**src/gpio_pkg.sv**
```systemverilog
package gpio_pkg;

	// =========================================================
	// pad population
	localparam int PAD_COUNT    = 10;
	localparam int IND_PAD      = 0;
	localparam int BOOT_PAD     = 7;
	localparam int WAKE_PAD_A   = 0;
	localparam int WAKE_PAD_B   = 3;
	localparam int WAKE_PAD_C   = 4;
	localparam int WAKE_PAD_D   = 7;

	// =========================================================
	// register port
	localparam int              ADDR_W      = 8;
	localparam int              DATA_W      = 32;
	localparam logic [ADDR_W-1:0] OFS_MODE    = 8'h00;
	localparam logic [ADDR_W-1:0] OFS_OUT     = 8'h04;
	localparam logic [ADDR_W-1:0] OFS_LEVEL   = 8'h08;
	localparam logic [ADDR_W-1:0] OFS_EVT_EN  = 8'h0C;
	localparam logic [ADDR_W-1:0] OFS_EVENT   = 8'h10;
	localparam logic [ADDR_W-1:0] OFS_WAKE_EN = 8'h14;
	localparam logic [ADDR_W-1:0] OFS_CTRL    = 8'h18;

	// control register fields
	localparam int STATE_LSB     = 0;
	localparam int STATE_W       = 3;
	localparam int BOOT_BIT      = 8;
	localparam int THERM_EN_BIT  = 12;
	localparam int ALARM_SEL_LSB = 16;
	localparam int ALARM_SEL_W   = 4;
	localparam logic [ALARM_SEL_W-1:0] ALARM_SEL_RST = 4'h1;

	// =========================================================
	// modes and states
	typedef enum logic [1:0] {
		MODE_IN  = 2'h0,
		MODE_OUT = 2'h1,
		MODE_ALT = 2'h2
	} pad_mode_t;

	typedef enum logic [2:0] {
		DEV_OFF         = 3'h0,
		DEV_SEARCH      = 3'h1,
		DEV_UNREG       = 3'h2,
		DEV_REGISTERED  = 3'h3,
		DEV_CALL        = 3'h4,
		DEV_TURNING_OFF = 3'h5
	} dev_state_t;

	typedef enum logic [1:0] {
		PAT_OFF  = 2'h0,
		PAT_FAST = 2'h1,
		PAT_SLOW = 2'h3,
		PAT_ON   = 2'h2
	} pattern_t;

	// =========================================================
	// timing
	localparam int CLK_PERIOD_NS  = 4;
	localparam int TICK_NS        = 1000000;
	localparam int TICK_CYCLES    = TICK_NS / CLK_PERIOD_NS;
	localparam int FAST_PERIOD_MS = 1000;
	localparam int FAST_ON_MS     = 500;
	localparam int SLOW_PERIOD_MS = 3000;
	localparam int SLOW_ON_MS     = 300;
	localparam int MS_W           = 12;

endpackage : gpio_pkg

```
**src/pad_sync.sv**
```systemverilog
`timescale 1ns/1ps
`default_nettype none
module pad_sync #(
	parameter int WIDTH = 10
) (
	input  wire logic             clk,     // system clock
	input  wire logic             rst_n,   // async reset, active low
	input  wire logic [WIDTH-1:0] raw,     // pad levels from outside
	output logic      [WIDTH-1:0] level,   // filtered level
	output logic      [WIDTH-1:0] changed  // one-cycle pulse on change
);
	logic [WIDTH-1:0] s1;
	logic [WIDTH-1:0] s2;
	logic [WIDTH-1:0] s3;
	logic [WIDTH-1:0] next_level;
	logic [WIDTH-1:0] next_changed;

	// =========================================================
	// settle: a change counts once stages two and three agree
	always_comb begin
		next_level   = level;
		next_changed = '0;
		for (int i = 0; i < WIDTH; i++) begin
			if (s2[i] == s3[i] && s3[i] != level[i]) begin
				next_level[i]   = s3[i];
				next_changed[i] = 1'b1;
			end
		end
	end

	always_ff @(posedge clk or negedge rst_n) begin
		if (!rst_n) begin
			s1      <= '0;
			s2      <= '0;
			s3      <= '0;
			level   <= '0;
			changed <= '0;
		end else begin
			s1      <= raw;
			s2      <= s1;
			s3      <= s2;
			level   <= next_level;
			changed <= next_changed;
		end
	end
endmodule : pad_sync
`default_nettype wire

```
**src/status_blinker.sv**
```systemverilog
`timescale 1ns/1ps
`default_nettype none
module status_blinker
	import gpio_pkg::*;
(
	input  wire logic       clk,       // system clock
	input  wire logic       rst_n,     // async reset, active low
	input  wire logic       ms_tick,   // one pulse per millisecond
	input  wire gpio_pkg::dev_state_t dev_state, // state to indicate
	output logic            led        // indicator level
);
	import gpio_pkg::*;

	pattern_t         pattern;
	pattern_t         next_pattern;
	pattern_t         want;
	logic [MS_W-1:0]  ms_count;
	logic [MS_W-1:0]  next_ms_count;
	logic [MS_W-1:0]  period;

	// =========================================================
	// pattern selection and phase counter
	always_comb begin
		case (dev_state)
			DEV_OFF:         want = PAT_OFF;
			DEV_CALL:        want = PAT_ON;
			DEV_REGISTERED:  want = PAT_SLOW;
			DEV_SEARCH,
			DEV_UNREG,
			DEV_TURNING_OFF: want = PAT_FAST;
			default:         want = PAT_OFF;
		endcase
		period = (pattern == PAT_SLOW) ? MS_W'(SLOW_PERIOD_MS) : MS_W'(FAST_PERIOD_MS);
		next_pattern  = want;
		next_ms_count = ms_count;
		if (want != pattern) begin
			next_ms_count = '0;
		end else if (ms_tick) begin
			next_ms_count = (ms_count == period - 1'b1) ? '0 : ms_count + 1'b1;
		end
	end

	always_ff @(posedge clk or negedge rst_n) begin
		if (!rst_n) begin
			pattern  <= PAT_OFF;
			ms_count <= '0;
		end else begin
			pattern  <= next_pattern;
			ms_count <= next_ms_count;
		end
	end

	always_comb begin
		case (pattern)
			PAT_OFF:  led = 1'b0;
			PAT_ON:   led = 1'b1;
			PAT_FAST: led = (ms_count < MS_W'(FAST_ON_MS));
			PAT_SLOW: led = (ms_count < MS_W'(SLOW_ON_MS));
			default:  led = 1'b0;
		endcase
	end
endmodule : status_blinker
`default_nettype wire

```
**src/gpio_status_unit.sv**
```systemverilog
// Operation
// - each pad is input, output or alternate
// - input pads report the pad level
// - input pad activity raises a software event
// - only pads 1, 4, 5, 8 wake
// - output pads drive high and low
// - pad one defaults to network status indicator
// - indicator off when off, on in call
// - search/unregistered/turning off: 1 s, 0.5 s on
// - registered: 3 s period, 0.3 s on
// - boot indicator low until boot done, then high
// - pad eight defaults to boot-complete indicator
// - thermal alarm drives its assigned pad high
`timescale 1ns/1ps
`default_nettype none
module gpio_status_unit
	import gpio_pkg::*;
#(
	parameter int PADS       = PAD_COUNT,
	parameter int TICK_CYC   = TICK_CYCLES
) (
	input  wire logic                      clk,         // 250 MHz clock
	input  wire logic                      rst_n,       // async reset, active low
	input  wire logic [gpio_pkg::ADDR_W-1:0] addr,      // register byte address
	input  wire logic [gpio_pkg::DATA_W-1:0] wdata,     // write data
	input  wire logic                      wr,          // write strobe
	input  wire logic                      rd,          // read strobe
	output logic      [gpio_pkg::DATA_W-1:0] rdata,     // read data, cycle after rd
	input  wire logic [PADS-1:0]           pad_in,      // pad input levels
	output logic      [PADS-1:0]           pad_out,     // pad output levels
	output logic      [PADS-1:0]           pad_oe,      // pad drive enables
	input  wire logic [PADS-1:0]           alt_data,    // internal alternate data
	input  wire logic [PADS-1:0]           alt_en,      // internal alternate enable
	input  wire logic                      asleep,      // module in sleep
	input  wire logic                      temp_max,    // maximum temperature reached
	output logic                           wake_request // one-cycle wake pulse
);
	import gpio_pkg::*;

	// =========================================================
	// helpers
	function automatic pad_mode_t mode_of(input logic [2*PADS-1:0] m, input int i);
		logic [1:0] f;
		f = m[2*i +: 2];
		case (f)
			MODE_OUT: mode_of = MODE_OUT;
			MODE_ALT: mode_of = MODE_ALT;
			default:  mode_of = MODE_IN;
		endcase
	endfunction : mode_of

	function automatic logic [2*PADS-1:0] mode_reset();
		logic [2*PADS-1:0] m;
		m = '0;
		m[2*IND_PAD +: 2]  = MODE_ALT;
		m[2*BOOT_PAD +: 2] = MODE_ALT;
		return m;
	endfunction : mode_reset

	function automatic logic [PADS-1:0] wake_mask();
		logic [PADS-1:0] w;
		w = '0;
		w[WAKE_PAD_A] = 1'b1;
		w[WAKE_PAD_B] = 1'b1;
		w[WAKE_PAD_C] = 1'b1;
		w[WAKE_PAD_D] = 1'b1;
		return w;
	endfunction : wake_mask

	localparam logic [2*PADS-1:0] MODE_RST  = mode_reset();
	localparam logic [PADS-1:0]   WAKE_MASK = wake_mask();
	localparam int                TICK_W    = $clog2(TICK_CYC);

	// =========================================================
	// state
	logic [2*PADS-1:0]      mode;
	logic [2*PADS-1:0]      next_mode;
	logic [PADS-1:0]        out_data;
	logic [PADS-1:0]        next_out_data;
	logic [PADS-1:0]        evt_en;
	logic [PADS-1:0]        next_evt_en;
	logic [PADS-1:0]        event_flag;
	logic [PADS-1:0]        next_event_flag;
	logic [PADS-1:0]        wake_en;
	logic [PADS-1:0]        next_wake_en;
	dev_state_t             dev_state;
	dev_state_t             next_dev_state;
	logic                   boot_done;
	logic                   next_boot_done;
	logic                   therm_en;
	logic                   next_therm_en;
	logic [ALARM_SEL_W-1:0] alarm_sel;
	logic [ALARM_SEL_W-1:0] next_alarm_sel;
	logic [DATA_W-1:0]      next_rdata;
	logic [PADS-1:0]        next_pad_out;
	logic [PADS-1:0]        next_pad_oe;
	logic                   next_wake_request;
	logic [TICK_W-1:0]      tick_count;
	logic [TICK_W-1:0]      next_tick_count;
	logic                   ms_tick;
	logic [PADS-1:0]        level;
	logic [PADS-1:0]        changed;
	logic [PADS-1:0]        is_input;
	logic                   ind_led;
	logic                   alarm_on;

	// =========================================================
	// pad input conditioning
	pad_sync #(
		.WIDTH(PADS)
	) i_pad_sync (
		.clk    (clk),
		.rst_n  (rst_n),
		.raw    (pad_in),
		.level  (level),
		.changed(changed)
	);

	// =========================================================
	// millisecond tick for the indicator
	always_comb begin
		ms_tick         = (tick_count == TICK_W'(TICK_CYC - 1));
		next_tick_count = ms_tick ? '0 : tick_count + 1'b1;
	end

	always_ff @(posedge clk or negedge rst_n) begin
		if (!rst_n) begin
			tick_count <= '0;
		end else begin
			tick_count <= next_tick_count;
		end
	end

	status_blinker i_status_blinker (
		.clk      (clk),
		.rst_n    (rst_n),
		.ms_tick  (ms_tick),
		.dev_state(dev_state),
		.led      (ind_led)
	);

	// =========================================================
	// register file
	always_comb begin
		for (int i = 0; i < PADS; i++) begin
			is_input[i] = (mode_of(mode, i) == MODE_IN);
		end
	end

	// the boot bit is only reported; commands that arrive before it is set
	// are not refused here, the host has to wait for the indicator itself
	always_comb begin
		next_mode      = mode;
		next_out_data  = out_data;
		next_evt_en    = evt_en;
		next_wake_en   = wake_en;
		next_dev_state = dev_state;
		next_boot_done = boot_done;
		next_therm_en  = therm_en;
		next_alarm_sel = alarm_sel;
		if (wr) begin
			case (addr)
				OFS_MODE:    next_mode     = wdata[2*PADS-1:0];
				OFS_OUT:     next_out_data = wdata[PADS-1:0];
				OFS_EVT_EN:  next_evt_en   = wdata[PADS-1:0];
				OFS_WAKE_EN: next_wake_en  = wdata[PADS-1:0] & WAKE_MASK;
				OFS_CTRL: begin
					next_dev_state = dev_state_t'(wdata[STATE_LSB +: STATE_W]);
					next_boot_done = wdata[BOOT_BIT];
					next_therm_en  = wdata[THERM_EN_BIT];
					next_alarm_sel = wdata[ALARM_SEL_LSB +: ALARM_SEL_W];
				end
				default: ;
			endcase
		end
	end

	always_ff @(posedge clk or negedge rst_n) begin
		if (!rst_n) begin
			mode       <= MODE_RST;
			out_data   <= '0;
			evt_en     <= '0;
			wake_en    <= '0;
			dev_state  <= DEV_OFF;
			boot_done  <= 1'b0;
			therm_en   <= 1'b0;
			alarm_sel  <= ALARM_SEL_RST;
		end else begin
			mode       <= next_mode;
			out_data   <= next_out_data;
			evt_en     <= next_evt_en;
			wake_en    <= next_wake_en;
			dev_state  <= next_dev_state;
			boot_done  <= next_boot_done;
			therm_en   <= next_therm_en;
			alarm_sel  <= next_alarm_sel;
		end
	end

	// =========================================================
	// event flags
	// a new event wins over a clear in the same cycle, so no edge is lost
	always_comb begin
		next_event_flag = event_flag;
		if (wr && addr == OFS_EVENT) begin
			next_event_flag = event_flag & ~wdata[PADS-1:0];
		end
		next_event_flag = next_event_flag | (changed & is_input & evt_en);
	end

	always_ff @(posedge clk or negedge rst_n) begin
		if (!rst_n) begin
			event_flag <= '0;
		end else begin
			event_flag <= next_event_flag;
		end
	end

	// =========================================================
	// read port
	// zero outside its single cycle, so stale data never lingers on the bus
	always_comb begin
		next_rdata = '0;
		if (rd) begin
			case (addr)
				OFS_MODE:    next_rdata[2*PADS-1:0] = mode;
				OFS_OUT:     next_rdata[PADS-1:0]   = out_data;
				OFS_LEVEL:   next_rdata[PADS-1:0]   = level;
				OFS_EVT_EN:  next_rdata[PADS-1:0]   = evt_en;
				OFS_EVENT:   next_rdata[PADS-1:0]   = event_flag;
				OFS_WAKE_EN: next_rdata[PADS-1:0]   = wake_en;
				OFS_CTRL: begin
					next_rdata[STATE_LSB +: STATE_W]         = dev_state;
					next_rdata[BOOT_BIT]                     = boot_done;
					next_rdata[THERM_EN_BIT]                 = therm_en;
					next_rdata[ALARM_SEL_LSB +: ALARM_SEL_W] = alarm_sel;
				end
				default:     next_rdata = '0;
			endcase
		end
	end

	always_ff @(posedge clk or negedge rst_n) begin
		if (!rst_n) begin
			rdata <= '0;
		end else begin
			rdata <= next_rdata;
		end
	end

	// =========================================================
	// pad drive and wake
	// the alarm overrides whatever mode its pad is in, so a hot part
	// is signalled even when software left the pad as an input
	always_comb begin
		alarm_on = therm_en & temp_max;
		for (int i = 0; i < PADS; i++) begin
			next_pad_out[i] = 1'b0;
			next_pad_oe[i]  = 1'b0;
			if (alarm_on && alarm_sel == ALARM_SEL_W'(i)) begin
				next_pad_out[i] = 1'b1;
				next_pad_oe[i]  = 1'b1;
			end else begin
				case (mode_of(mode, i))
					MODE_OUT: begin
						next_pad_out[i] = out_data[i];
						next_pad_oe[i]  = 1'b1;
					end
					MODE_ALT: begin
						if (i == IND_PAD) begin
							next_pad_out[i] = ind_led;
							next_pad_oe[i]  = 1'b1;
						end else if (i == BOOT_PAD) begin
							next_pad_out[i] = boot_done;
							next_pad_oe[i]  = 1'b1;
						end else begin
							next_pad_out[i] = alt_data[i];
							next_pad_oe[i]  = alt_en[i];
						end
					end
					default: begin
						next_pad_out[i] = 1'b0;
						next_pad_oe[i]  = 1'b0;
					end
				endcase
			end
		end
		// pads outside the wake set never reach here
		next_wake_request = asleep & |(changed & is_input & wake_en & WAKE_MASK);
	end

	always_ff @(posedge clk or negedge rst_n) begin
		if (!rst_n) begin
			pad_out      <= '0;
			pad_oe       <= '0;
			wake_request <= 1'b0;
		end else begin
			pad_out      <= next_pad_out;
			pad_oe       <= next_pad_oe;
			wake_request <= next_wake_request;
		end
	end
endmodule : gpio_status_unit
`default_nettype wire

```
**config.mk**
```make
export PLATFORM = sky130hd
export DESIGN_NAME = gpio_status_unit
export DESIGN_NICKNAME = d
export VERILOG_FILES = /design/src/gpio_pkg.sv /design/src/pad_sync.sv /design/src/status_blinker.sv /design/src/gpio_status_unit.sv
export SDC_FILE = /design/constraint.sdc
export NUM_CORES = 1
export LEC_CHECK = 0
export ABC_AREA = 1
export BUFFER_PORTS_ARGS = -buffer_cell sky130_fd_sc_hd__buf_2
export CAP_MARGIN = 20
export CORE_MARGIN = 1.5
export CORE_UTILIZATION = 50
export CTS_BUF_LIST = sky130_fd_sc_hd__clkbuf_8
export CTS_CLUSTER_DIAMETER = 60
export DETAILED_ROUTE_END_ITERATION = 12
export GPL_TIMING_DRIVEN = 0
export PLACE_DENSITY = 0.71
export SYNTH_ARGS = -nofsm -noshare
export SYNTH_HDL_FRONTEND = slang
export SYNTH_SLANG_ARGS = --single-unit
```
**constraint.sdc**
```tcl
create_clock -name clk -period 1.86 [get_ports clk]
set_clock_uncertainty 0.05 [all_clocks]
set_input_delay 0.186 -clock clk [delete_from_list [all_inputs] [get_ports clk]]
set_output_delay 0.186 -clock clk [all_outputs]
set_load 0.02 [all_outputs]
```
Yosys cells after proc, flatten, opt, wreduce, memory -nomap -nowiden
Index checks and enable logic that the tools add are counted.
{"block": "word_totals", "register_bits": 198, "inputBits": 76}
{"block": "classes", "add_sub_neg": 3, "magnitude_cmp": 2, "eq_ne": 86, "muxes": 87, "bitwise": 8, "reduce_logical": 44}
{"op": "12-bit 2-to-1 mux", "n": 4}
{"op": "2-bit == test (second input constant)", "n": 22}
{"op": "2-bit by 1-bit == test with 1-bit output (second input constant)", "n": 21}
{"op": "2-bit case mux with 2 select lines", "n": 10}
{"op": "1-bit case mux with 2 select lines", "n": 19}
{"op": "1-bit 2-to-1 mux", "n": 32}
{"op": "10-bit AND", "n": 3}
{"op": "5-bit case mux with 6 select lines", "n": 1}
{"op": "8-bit by 5-bit == test with 1-bit output (second input constant)", "n": 3}
{"op": "12-bit by 9-bit less-than comparator with 1-bit output (second input constant)", "n": 2}
{"op": "2-bit logical NOT", "n": 11}
{"op": "2-bit 2-to-1 mux", "n": 11}
{"op": "1-bit logical AND", "n": 21}
{"op": "3-bit case mux with 7 select lines", "n": 1}
{"op": "20-bit 2-to-1 mux", "n": 1}
{"op": "18-bit by 1-bit adder with 18-bit output (second input constant)", "n": 1}
{"op": "18-bit == test (second input constant)", "n": 1}
{"op": "18-bit 2-to-1 mux", "n": 1}
{"op": "4-bit by 3-bit == test with 1-bit output (second input constant)", "n": 4}
{"op": "8-bit by 4-bit == test with 1-bit output (second input constant)", "n": 2}
{"op": "12-bit by 1-bit adder with 12-bit output (second input constant)", "n": 1}
{"op": "12-bit == test", "n": 1}
{"op": "12-bit by 1-bit subtractor with 12-bit output (second input constant)", "n": 1}
{"op": "1-bit == test", "n": 10}
{"op": "27 further kinds", "n": 46}

Longest topological paths before layout
Gate-level depths: netlist of run 1.
{"block": "logic_depth", "ltp_word": 7, "ltp_mapped": 10}

Modules after synthesis
From an unflattened synthesis of run 1, not the netlist that was laid out.
{"block": "hier_totals", "cells_unflattened": 983, "hier_area_um2": 8653.3}
{"module": "gpio_status_unit", "instances": 1, "cells_each": 686, "area_each_um2": 5958.2, "seq_area_each_um2": 3056.7}
{"module": "pad_sync", "instances": 1, "cells_each": 120, "area_each_um2": 1539.0, "seq_area_each_um2": 1251.2}
{"module": "status_blinker", "instances": 1, "cells_each": 177, "area_each_um2": 1156.1, "seq_area_each_um2": 350.3}

Worst setup path before layout of run 1
OpenSTA, ideal clock, no wires.
{"block": "synth_timing", "kind": "register to register", "start": "register tick_count[0]", "end": "register i_status_blinker.ms_count[7]", "arrival_ns": 1.296, "required_ns": 1.692, "path_slack_ns": 0.396, "stages_incl_launch_ff": 10, "n_path_buf": 1, "synth_period_minus_slack_ns": 1.464, "path_cell_list": "dfrtp_1 -> ha_1 -> nand3_2 -> inv_2 -> nand3_2 -> nor2_8 -> nor2_4 -> buf_12 -> nand2_2 -> nand2_1"}
{"block": "synth_via", "elab_chain_len": 2}
{"element": "start, declared", "line_no": "gpio_status_unit.sv:98", "source": "logic [TICK_W-1:0] tick_count;"}
{"element": "start signal, assigned", "line_no": "gpio_status_unit.sv:130", "source": "tick_count <= next_tick_count;"}
{"element": "18-bit == test", "line_no": "gpio_status_unit.sv:122", "source": "ms_tick = (tick_count == TICK_W'(TICK_CYC - 1));"}
{"element": "2-bit nonzero test (no line)"}
{"element": "end signal, assigned", "line_no": "status_blinker.sv:49", "source": "ms_count <= next_ms_count;"}
{"element": "end, declared", "line_no": "status_blinker.sv:17", "source": "logic [MS_W-1:0] ms_count;"}
No other way between the ends.
A chain may end at the register's enable or synchronous reset.

Worst setup path after layout of run 1
{"block": "layout_timing", "start": "register tick_count[0]", "end": "register i_status_blinker.ms_count[1]"}
Same word-level chain as after synthesis.

==> results.md, run 1 <==
- Status: finished clean
- Setup WS pre-CTS: 234 ps
- Clock root buffer: clkbuf_8
- Pin count of the biggest net entering global routing: 125
- Top FF cell, synth: dfrtp_1
- Clock Latency Late Sink: 480 ps
- Final Max Tran Viols: 0
- Setup bufs post-CTS: 0
- Worst Path Max Fanout: 10
- Final HPWL DP: 14.6 mm
- Hold crit path type: input port to register
- Pre-antenna DRT Iters: 5
- # rows: 47
- Starting Density: 0.517
- Post-route cell area: 0.0103 mm^2
- RSZ-0062 raised after global routing: false
- CTS buffer count: 17
- Leak Pwr: 5.35 nW
- Post-detailed-route count of antenna-violating nets: 0
- Worst-margin pin slew: 625 ps
- Power per cell area: 810 mW/mm^2
- Maximum clock path buffer count: 2
- Most common cell in the netlist: nand2_1
- Hold Path End: pad_out[6]
- Mapped Avg Cell Area: 8.93 um^2
- Core Region: 0.0168 mm^2
- Reg2reg end: i_status_blinker.ms_count[1]
- I/O Buffers: 100
- M3 GR Usage: 0.0484
- First-pass GRT wire length: 32.7 mm
- Via count: 6,978
- Power, Total: 0.00837 W
- Async SR Flop Fraction: 1.00
- Ports: 129
- Crit path required time: 2170 ps
- Max frequency: 594 MHz
- Synth unique cells: 42
- Clock sink count: 186
- Global Route met1 Usage: 0.317
- Slew Limit Headroom: 0.583
- Final period utilization: 0.905
- Maximum vdd drop: 0.628 mV
- RR Startpoint: tick_count[0]
- CTS tree: done
- NumNets Final: 1,238
- Vias in the first global route: 6,655
- Synth area leaders: dfrtp_1 (53%), nand2_1 (8.5%), inv_1 (5.7%), o21ai_0 (5.6%), nand3_1 (3.8%)
- DR iter-0 viols: 580
- Crit path DAT: 2000 ps
- WL/cell: 14.6 um
- CP Class: register to register
- R2R cell count: 9
- DRC: 0
- Cells after Synth: 970
- Area leader, netlist: dfrtp_1
- Die width: 135 um
- RePlAce Congestion: 0.850
- Remaining global-route overflow: 0
- Gr usage total: 0.235
- Clock Pin Slew Worst Setup and Hold Paths: 100 ps
- Final worst slack: 177 ps
- Resize count post-CTS: 0
- GR peak layer: met2
- Share of layout cells above drive strength 1: 0.197
- Sequential area share after synthesis: 0.538
- Synth warnings: 0
- Critical Path Sink Type: register
- Nature of the critical path startpoint: register
- Die Y: 135 um
- Detailed Route WL: 20.1 mm
- EDFF count, synth: 0
- Initial antenna violation count: 1
- Post-cts hold buffer count: 39
- Mapped Area: 0.00866 mm^2
- Placement Cell Area: 0.00951 mm^2
- Hold Path Cell Cnt: 4
- R2r setup slk: 180 ps
- Yosys top cell area share: 0.529
- Final setup viols: 0
- Tmin final: 1680 ps
- Final hold viol count: 0
- Worst Hold Launch: alt_data[6]
- DR vias/cell: 5.08
- Max-cap violations: 0
- Most frequent cells after synthesis: nand2_1 (195), dfrtp_1 (183), inv_1 (132)
- Die ar.: 0.0181 mm^2
- Synth Register Bits: 186
- Area growth syn-to-layout: 19.4%
- Met2 Use GR: 0.373
- H-Tree Depth: 4
[placed cells by master, fill, tap and decap left out, drive strengths merged, types with 3 or more instances in the layout]
cell type / n
nor2: 101
or2: 5
a21oi: 34
clkinv: 3
bufinv: 3
nand4: 11
o21ai: 103
nor3: 12
nand3: 72
conb: 12
dfrtp: 183
ha: 22
o22ai: 10
dlygate4sd3: 39
xor2: 7
nand2: 217
dfstp: 3
buf: 129
a22o: 8
clkbuf: 20
inv: 146
[state kept, by name, indices dropped and copies added, names as in the netlist]
name	cells
alarm_sel	4
boot_done	1
dev_state	3
event_flag	10
evt_en	10
i_pad_sync.changed	10
i_pad_sync.level	10
i_pad_sync.s1	10
i_pad_sync.s2	10
i_pad_sync.s3	10
i_status_blinker.ms_count	12
i_status_blinker.pattern	2
mode	20
out_data	10
pad_oe	10
pad_out	10
rdata	20
therm_en	1
tick_count	18
wake_en	4
wake_request	1
[metrics by stage]
step	TNS [ps]	utilization	hold slack (ps)	instances
floorplan	0	-	-160	981
global placement	-445750	0.565	243	1301
detailed placement	0	0.568	120	1302
CTS	0	0.617	12.2	1373
global route	0	0.617	28.3	1374
finish	0	0.617	36.8	1374
[where the power goes]
| group | switching [W] | leakage, nW | internal [W] |
|---|---|---|---|
| registers | 0.000142 | 2.26 | 0.00430 |
| clock network | 0.00153 | 0.219 | 0.00140 |
| logic | 0.000617 | 2.88 | 0.000382 |
[worst max-delay path, stage by stage, from the launching register on]
cell and delay [ps]:
dfrtp_1 420, ha_1 230, nand3_2 120, inv_2 80
nand3_2 120, nor2_8 220, nor2_4 80, buf_12 150
nand2_2 50, nand2_1 50
[cell type report]
| cell class | instances | area (um^2) |
|---|---|---|
| timing repair buffer | 140 | 928 |
| tap | 220 | 275 |
| clock buffer | 18 | 248 |
| sequential | 186 | 4660 |
| multi-input combinational | 625 | 3290 |
| clock inverter | 14 | 185 |
| antenna | 1 | 2.50 |
| buffer | 30 | 231 |
| fill | 1433 | 6420 |
| inverter | 140 | 526 |
[logic make-up (layout without fill, tap and decap cells)]
family                   after synthesis  after routing  synth area share
buffers and inverters                170            342            0.0874
AND/OR/NAND/NOR                      421            421             0.233
AO/OA/AOI/OAI                        163            163             0.102
XOR/XNOR                               7              7           0.00708
flip-flops                           186            186             0.538
adder cells (fa/ha/maj)               22             22            0.0318
other                                  1             13          0.000433
[worst max path at each step]
stage	startpoint	endpoint	slack, ps	depth (start not counted)
after detailed placement	tick_count[0]	i_status_blinker.ms_count[4]	230	9
after global routing	alarm_sel[2]	pad_out[7]	50	6
after floorplan	tick_count[0]	i_status_blinker.ms_count[7]	400	9
after global placement	rst_n	i_pad_sync.s1[0]	-2430	1
after CTS	tick_count[0]	i_status_blinker.ms_count[1]	170	9
final	tick_count[0]	i_status_blinker.ms_count[1]	180	9
[routing by layer]
layer | vias up | routed length (um)
li1 | 3418 | -
met1 | 3344 | 9140
met2 | 186 | 9640
met3 | 30 | 975
met4 | 0 | 376
met5 | - | 0
Power figures use the tool's default switching activity.
==> run 2: changes to the inputs <==
--- a/config.mk
+++ b/config.mk
@@ -15,6 +15,7 @@
 export DETAILED_ROUTE_END_ITERATION = 12
 export GPL_TIMING_DRIVEN = 0
 export PLACE_DENSITY = 0.71
+export RECOVER_POWER = 100
 export SYNTH_ARGS = -nofsm -noshare
 export SYNTH_HDL_FRONTEND = slang
 export SYNTH_SLANG_ARGS = --single-unit
==> run 2 against run 1 <==
Compared with the run above:
- power shrank 0.29%
- design area shrank 1.6%
- critical path depth shrank 1
- first-iteration DRC count grew 0.17%
- fmax shrank 3.2%
- flip-flop and latch count is the same
- sequential share of layout area grew 0.75 points
- worst setup slack lost 55 ps
- combinational power shrank 2.6%
==> results.md, run 2 (synthesis results as in run 1) <==
- DRC: 0
- I/O Buffers: 100
- Slowest Stage Delay on Critical Path: 740 ps
- CTS buffer count: 17
- Final setup viols: 0
- Core Region: 0.0168 mm^2
- DR iter-0 viols: 581
- Detailed Route WL: 20.3 mm
- Resize count post-CTS: 0
- Gr usage total: 0.235
- DR vias/cell: 5.07
- Leak Pwr: 5.13 nW
- CP Class: input port to register
- Final period utilization: 0.935
- Clock root buffer: clkbuf_8
- Maximum vdd drop: 0.631 mV
- Pre-antenna DRT Iters: 5
- Nature of the critical path startpoint: input port
- Placement Cell Area: 0.00951 mm^2
- GR peak layer: met2
- Maximum clock path buffer count: 2
- Vias in the first global route: 6,655
- Critical Path Sink Type: register
- Most frequent CP cell: nor2_1
- WL/cell: 14.7 um
- Final HPWL DP: 14.6 mm
- Final Max Tran Viols: 0
- Ports: 129
- Worst Path Max Fanout: 9
- Max-cap violations: 0
- Largest regs: mode (20), rdata (20), tick_count (18)
- Final hold viol count: 0
- # rows: 47
- Setup bufs post-CTS: 0
- Crit path required time: 2190 ps
- Die width: 135 um
- Post-Place Cells: 1,302
- Initial antenna violation count: 1
- Worst-margin pin slew: 1040 ps
- M3 GR Usage: 0.0484
- Starting Density: 0.517
- Crit path DAT: 2060 ps
- Via count: 6,960
- Die Y: 135 um
- Hold crit path type: input port to register
- Pin count of the biggest net entering global routing: 125
- Met2 Use GR: 0.373
- Clock Pin Slew Worst Setup and Hold Paths: 100 ps
- Non-filler cells, final: 1,374
- Most frequent cells in the layout: nand2_1 (204), dfrtp_1 (183), inv_1 (134)
- Status: finished clean
- Slew Limit Headroom: 0.298
- Die ar.: 0.0181 mm^2
- Global Route met1 Usage: 0.317
- CTS tree: done
- Crit-path slowest cell: nor2_1
- First-pass GRT wire length: 32.7 mm
- Power, Total: 0.00835 W
- Max frequency: 575 MHz
- Remaining global-route overflow: 0
- Post-route cell area: 0.0102 mm^2
- Share of layout cells above drive strength 1: 0.141
- Post-detailed-route count of antenna-violating nets: 0
- Worst path cell trace: buf_2 > inv_1 > nand2_4 > nor2_1 > nand2_1 > o21ai_0 > nor2_1 > a21oi_1
- H-Tree Depth: 4
- RePlAce Congestion: 0.850
- Fillers: 1,483
- RSZ-0062 raised after global routing: false
- Clock Latency Late Sink: 470 ps
- Clock sink count: 186
- NumNets Final: 1,238
- Tmin final: 1740 ps
- Area growth syn-to-layout: 17.4%
- Commonest non-fill, non-tap cell in the layout: nand2_1
- Power per cell area: 821 mW/mm^2
-- run 2: cell types whose count changed in the layout (fill, tap and decap cells not counted), moves of 5 or more --
cell,previous run,this run
clkbuf_1,1,47
buf_2,105,60
nand2_1,195,204
nand2_2,17,8
o21ai_0,97,103
o21ai_1,6,0
nor2_1,84,89
-- run 2: path summary, 6_finish.rpt --
kind / from / to / slack, ps / depth (start not counted)
max: addr[1] / rdata[8] / 120 / 8
min: alt_data[6] / pad_out[6] / 40 / 4
max reg2reg: tick_count[0] / i_status_blinker.ms_count[1] / 140 / 9
min reg2reg: i_pad_sync.s1[8] / i_pad_sync.s2[8] / 310 / 0
max in group asynchronous: rst_n / dev_state[0] / 320 / 3
min in group asynchronous: rst_n / pad_out[6] / 350 / 2
-- run 2: routing by layer --
metal / routed length, um / vias to the layer above
met5: 0 / -
met4: 357 / 0
met3: 990 / 27
met2: 9700 / 197
met1: 9210 / 3319
li1: - / 3417
-- run 2: cell type report --
cell class / instances / area, um^2 / share of cell area
diodes: 1 / 2.50 / 0.000246
plain buffers: 30 / 214 / 0.0210
clock buffers: 18 / 248 / 0.0244
clock inverters: 14 / 185 / 0.0182
inverters: 140 / 526 / 0.0517
multi-input cells: 625 / 3200 / 0.314
flip-flops and latches: 186 / 4660 / 0.458
well taps: 220 / 275 / 0.0271
repair buffers: 140 / 866 / 0.0851
-- run 2: what timing repair did --
action,CTS,global route
hold buffers,39,0
hold endpoints to repair,130,0
endpoints found under the setup margin,0,0
-- run 2: stage by stage --
step	hold WS [ps]	worst slack [ps]	util	setup TNS, ps
3_3_place_gp	243	-2430	0.565	-445750
4_1_cts	12.2	170	0.617	0
3_5_place_dp	120	234	0.568	0
6_report	38.0	122	0.607	0
5_1_grt	28.3	50.2	0.607	0
2_1_floorplan	-160	396	-	0
-- run 2: power by group --
| group | internal (W) | switching [W] |
|---|---|---|
| logic | 0.000369 | 0.000604 |
| registers | 0.00430 | 0.000143 |
| clock network | 0.00140 | 0.00153 |
-- run 2: critical path: cells and delay by family --
kind	cells	cell delay, ps
AO/OA/AOI/OAI	2	490
buffers and inverters	2	190
AND/OR/NAND/NOR	4	1200
==> run 3: changes to the inputs <==
--- a/config.mk
+++ b/config.mk
@@ -18,4 +18,5 @@
 export RECOVER_POWER = 100
 export SYNTH_ARGS = -nofsm -noshare
 export SYNTH_HDL_FRONTEND = slang
+export SYNTH_HIERARCHICAL = 1
 export SYNTH_SLANG_ARGS = --single-unit
==> run 3 against run 2 <==
Compared with the run above:
- fmax down 0.88%
- design area shrank 0.44%
- sequential power hardly changed
- cell count is 0.95% higher
- sequential share of layout area increased by 0.20 points
- clock power shrank 13%
- wire length up 4.3%
- largest power group unchanged
==> results.md, run 3 <==
- Area growth syn-to-layout: 17.0%
- Post-Place Cells: 1,315
- Clock Pin Slew Worst Setup and Hold Paths: 90 ps
- Synth Register Bits: 186
- NumNets Final: 1,252
- Slew Limit Headroom: 0.475
- Crit path required time: 2200 ps
- CTS buffer count: 17
- Remaining global-route overflow: 0
- Hold crit path type: input port to register
- Clock sink count: 186
- Fillers: 1,535
- Worst Hold Launch: alt_data[1]
- Most frequent CP cell: nand2_1
- Cells after Synth: 983
- Async SR Flop Fraction: 1.00
- Initial antenna violation count: 0
- Area leader, netlist: dfrtp_1
- Maximum clock path buffer count: 2
- I/O Buffers: 100
- Die width: 135 um
- Via count: 7,222
- Most frequent cells in the layout: nand2_1 (194), dfrtp_1 (183), inv_1 (131)
- Commonest non-fill, non-tap cell in the layout: nand2_1
- Pre-antenna DRT Iters: 5
- CP Depth: 9
- Worst Path Max Fanout: 10
- DR vias/cell: 5.21
- WL/cell: 15.2 um
- H-Tree Depth: 4
- Final period utilization: 0.943
- Share of layout cells above drive strength 1: 0.125
- Core Region: 0.0168 mm^2
- Clock Latency Late Sink: 480 ps
- DR iter-0 viols: 564
- Tmin final: 1750 ps
- Synth area leaders: dfrtp_1 (53%), nand2_1 (8.4%), nand3_1 (6.1%), inv_1 (5.5%), nor2_1 (3.6%)
- Sequential area share after synthesis: 0.538
- Critical path buffers and inverters: 3
- Final HPWL DP: 14.9 mm
- Leak Pwr: 5.05 nW
- DRC: 0
- Clock root buffer: clkbuf_8
- Synth warnings: 6
- CTS tree: done
- R2r setup slk: 130 ps
- Ant diodes: 0
- Slowest Stage Delay on Critical Path: 610 ps
- Most frequent cells after synthesis: nand2_1 (194), dfrtp_1 (183), inv_1 (126)
- Crit-path slowest cell: nor2_1
- Worst-margin pin slew: 784 ps
- Yosys top cell area share: 0.529
- Largest regs: mode (20), rdata (20), tick_count (18)
- Critical Path Sink Type: register
- Final Max Tran Viols: 0
- Max frequency: 570 MHz
- Most common cell in the netlist: nand2_1
- Die Y: 135 um
- Sum Neg Setup Slack: 0 ps
- Crit path max-delay family: simple AND/OR/NAND/NOR gates
- Nature of the critical path startpoint: input port
- Starting Density: 0.516
- Final setup viols: 0
- Die ar.: 0.0181 mm^2
- Synth unique cells: 39
- CP Class: input port to register
- Maximum vdd drop: 0.534 mV
- Gr usage total: 0.241
- Ports: 129
- Pin count of the biggest net entering global routing: 99
- Vias in the first global route: 6,675
- Util after Layout: 0.604
- Mapped Area: 0.00865 mm^2
- Hold Path Cell Cnt: 4
- Top FF cell, synth: dfrtp_1
- R2R cell count: 11
- # rows: 47
- Detailed Route WL: 21.1 mm
- RR Startpoint: tick_count[0]
- Max-cap violations: 0
- Final hold viol count: 0
- Mapped Avg Cell Area: 8.80 um^2
- Crit path DAT: 2090 ps
- Worst path cell trace: clkbuf_1 > inv_1 > nand2_1 > nor2_1 > nand2_2 > nor2_2 > clkbuf_2 > nand2_1 > o21ai_0
- Hold Path End: pad_out[1]
- EDFF count, synth: 0
- Status: finished clean
- Power per cell area: 770 mW/mm^2
- Non-filler cells, final: 1,387
- RePlAce Congestion: 0.887
- First-pass GRT wire length: 33.4 mm
- Reg2reg end: i_status_blinker/ms_count[8]
- Post-detailed-route count of antenna-violating nets: 0
[run 3: final cells by class]
cell class | instances | area [um^2] | share of cell area
well taps | 220 | 275 | 0.0272
repair buffers | 141 | 862 | 0.0851
multi-input cells | 638 | 3210 | 0.317
inverters | 132 | 495 | 0.0489
flip-flops and latches | 186 | 4660 | 0.460
plain buffers | 38 | 260 | 0.0257
clock buffers | 19 | 262 | 0.0258
clock inverters | 13 | 106 | 0.0105
[run 3: per-layer routing]
layer / track usage / part of all wire / wire (um)
met2: 0.383 / 0.48 / 10100
met5: 0 / 0 / 0
met1: 0.329 / 0.44 / 9370
met3: 0.0484 / 0.055 / 1160
met4: 0.0932 / 0.025 / 518
[run 3: worst max-delay path by stage]
stage / from / end
after floorplan: tick_count[0] / i_status_blinker/ms_count[0]
after global placement: rst_n / i_pad_sync/s3[0]
after detailed placement: tick_count[0] / i_status_blinker/ms_count[0]
after CTS: tick_count[0] / i_status_blinker/ms_count[8]
after global routing: tick_count[1] / i_status_blinker/ms_count[0]
final: addr[2] / alarm_sel[0]
[run 3: worst min-delay path, cell delays in order]
cell	delay (ps)
buf_2	80
a22o_1	110
inv_1	30
o21ai_0	130
[run 3: per-stage QoR]
stage          power [W]  worst slack [ps]  hold slack, ps  area (um^2)
3_5_place_dp     0.00530              -257             216         9510
3_3_place_gp     0.00527             -2450             243         9470
4_1_cts          0.00788              17.9            26.1        10300
2_1_floorplan    0.00494               111            -160         8690
5_1_grt          0.00815             -3.38            42.1        10100
6_report         0.00779               106            51.1        10100
[run 3: cell families (layout without fill, tap and decap cells)]
logic type | count (synthesis) | in the layout | synth area share
flip-flops | 186 | 186 | 0.538
AO/OA/AOI/OAI | 144 | 144 | 0.0907
adder cells (fa/ha/maj) | 22 | 22 | 0.0318
buffers and inverters | 170 | 343 | 0.0891
other | 1 | 12 | 0.000433
AND/OR/NAND/NOR | 447 | 447 | 0.237
XOR/XNOR | 13 | 13 | 0.0132
[run 3: power breakdown]
| part | internal [W] | total [W] | switching [W] |
|---|---|---|---|
| logic | 0.000332 | 0.000841 | 0.000510 |
| clock network | 0.00112 | 0.00254 | 0.00142 |
| registers | 0.00425 | 0.00442 | 0.000170 |
[run 3: timing repair]
item | in CTS | in global routing
resized for setup | 4 | 3
hold endpoints to repair | 162 | 0
endpoints found under the setup margin | 11 | 12
hold buffers | 39 | 0
buffers inserted | 1 | 0
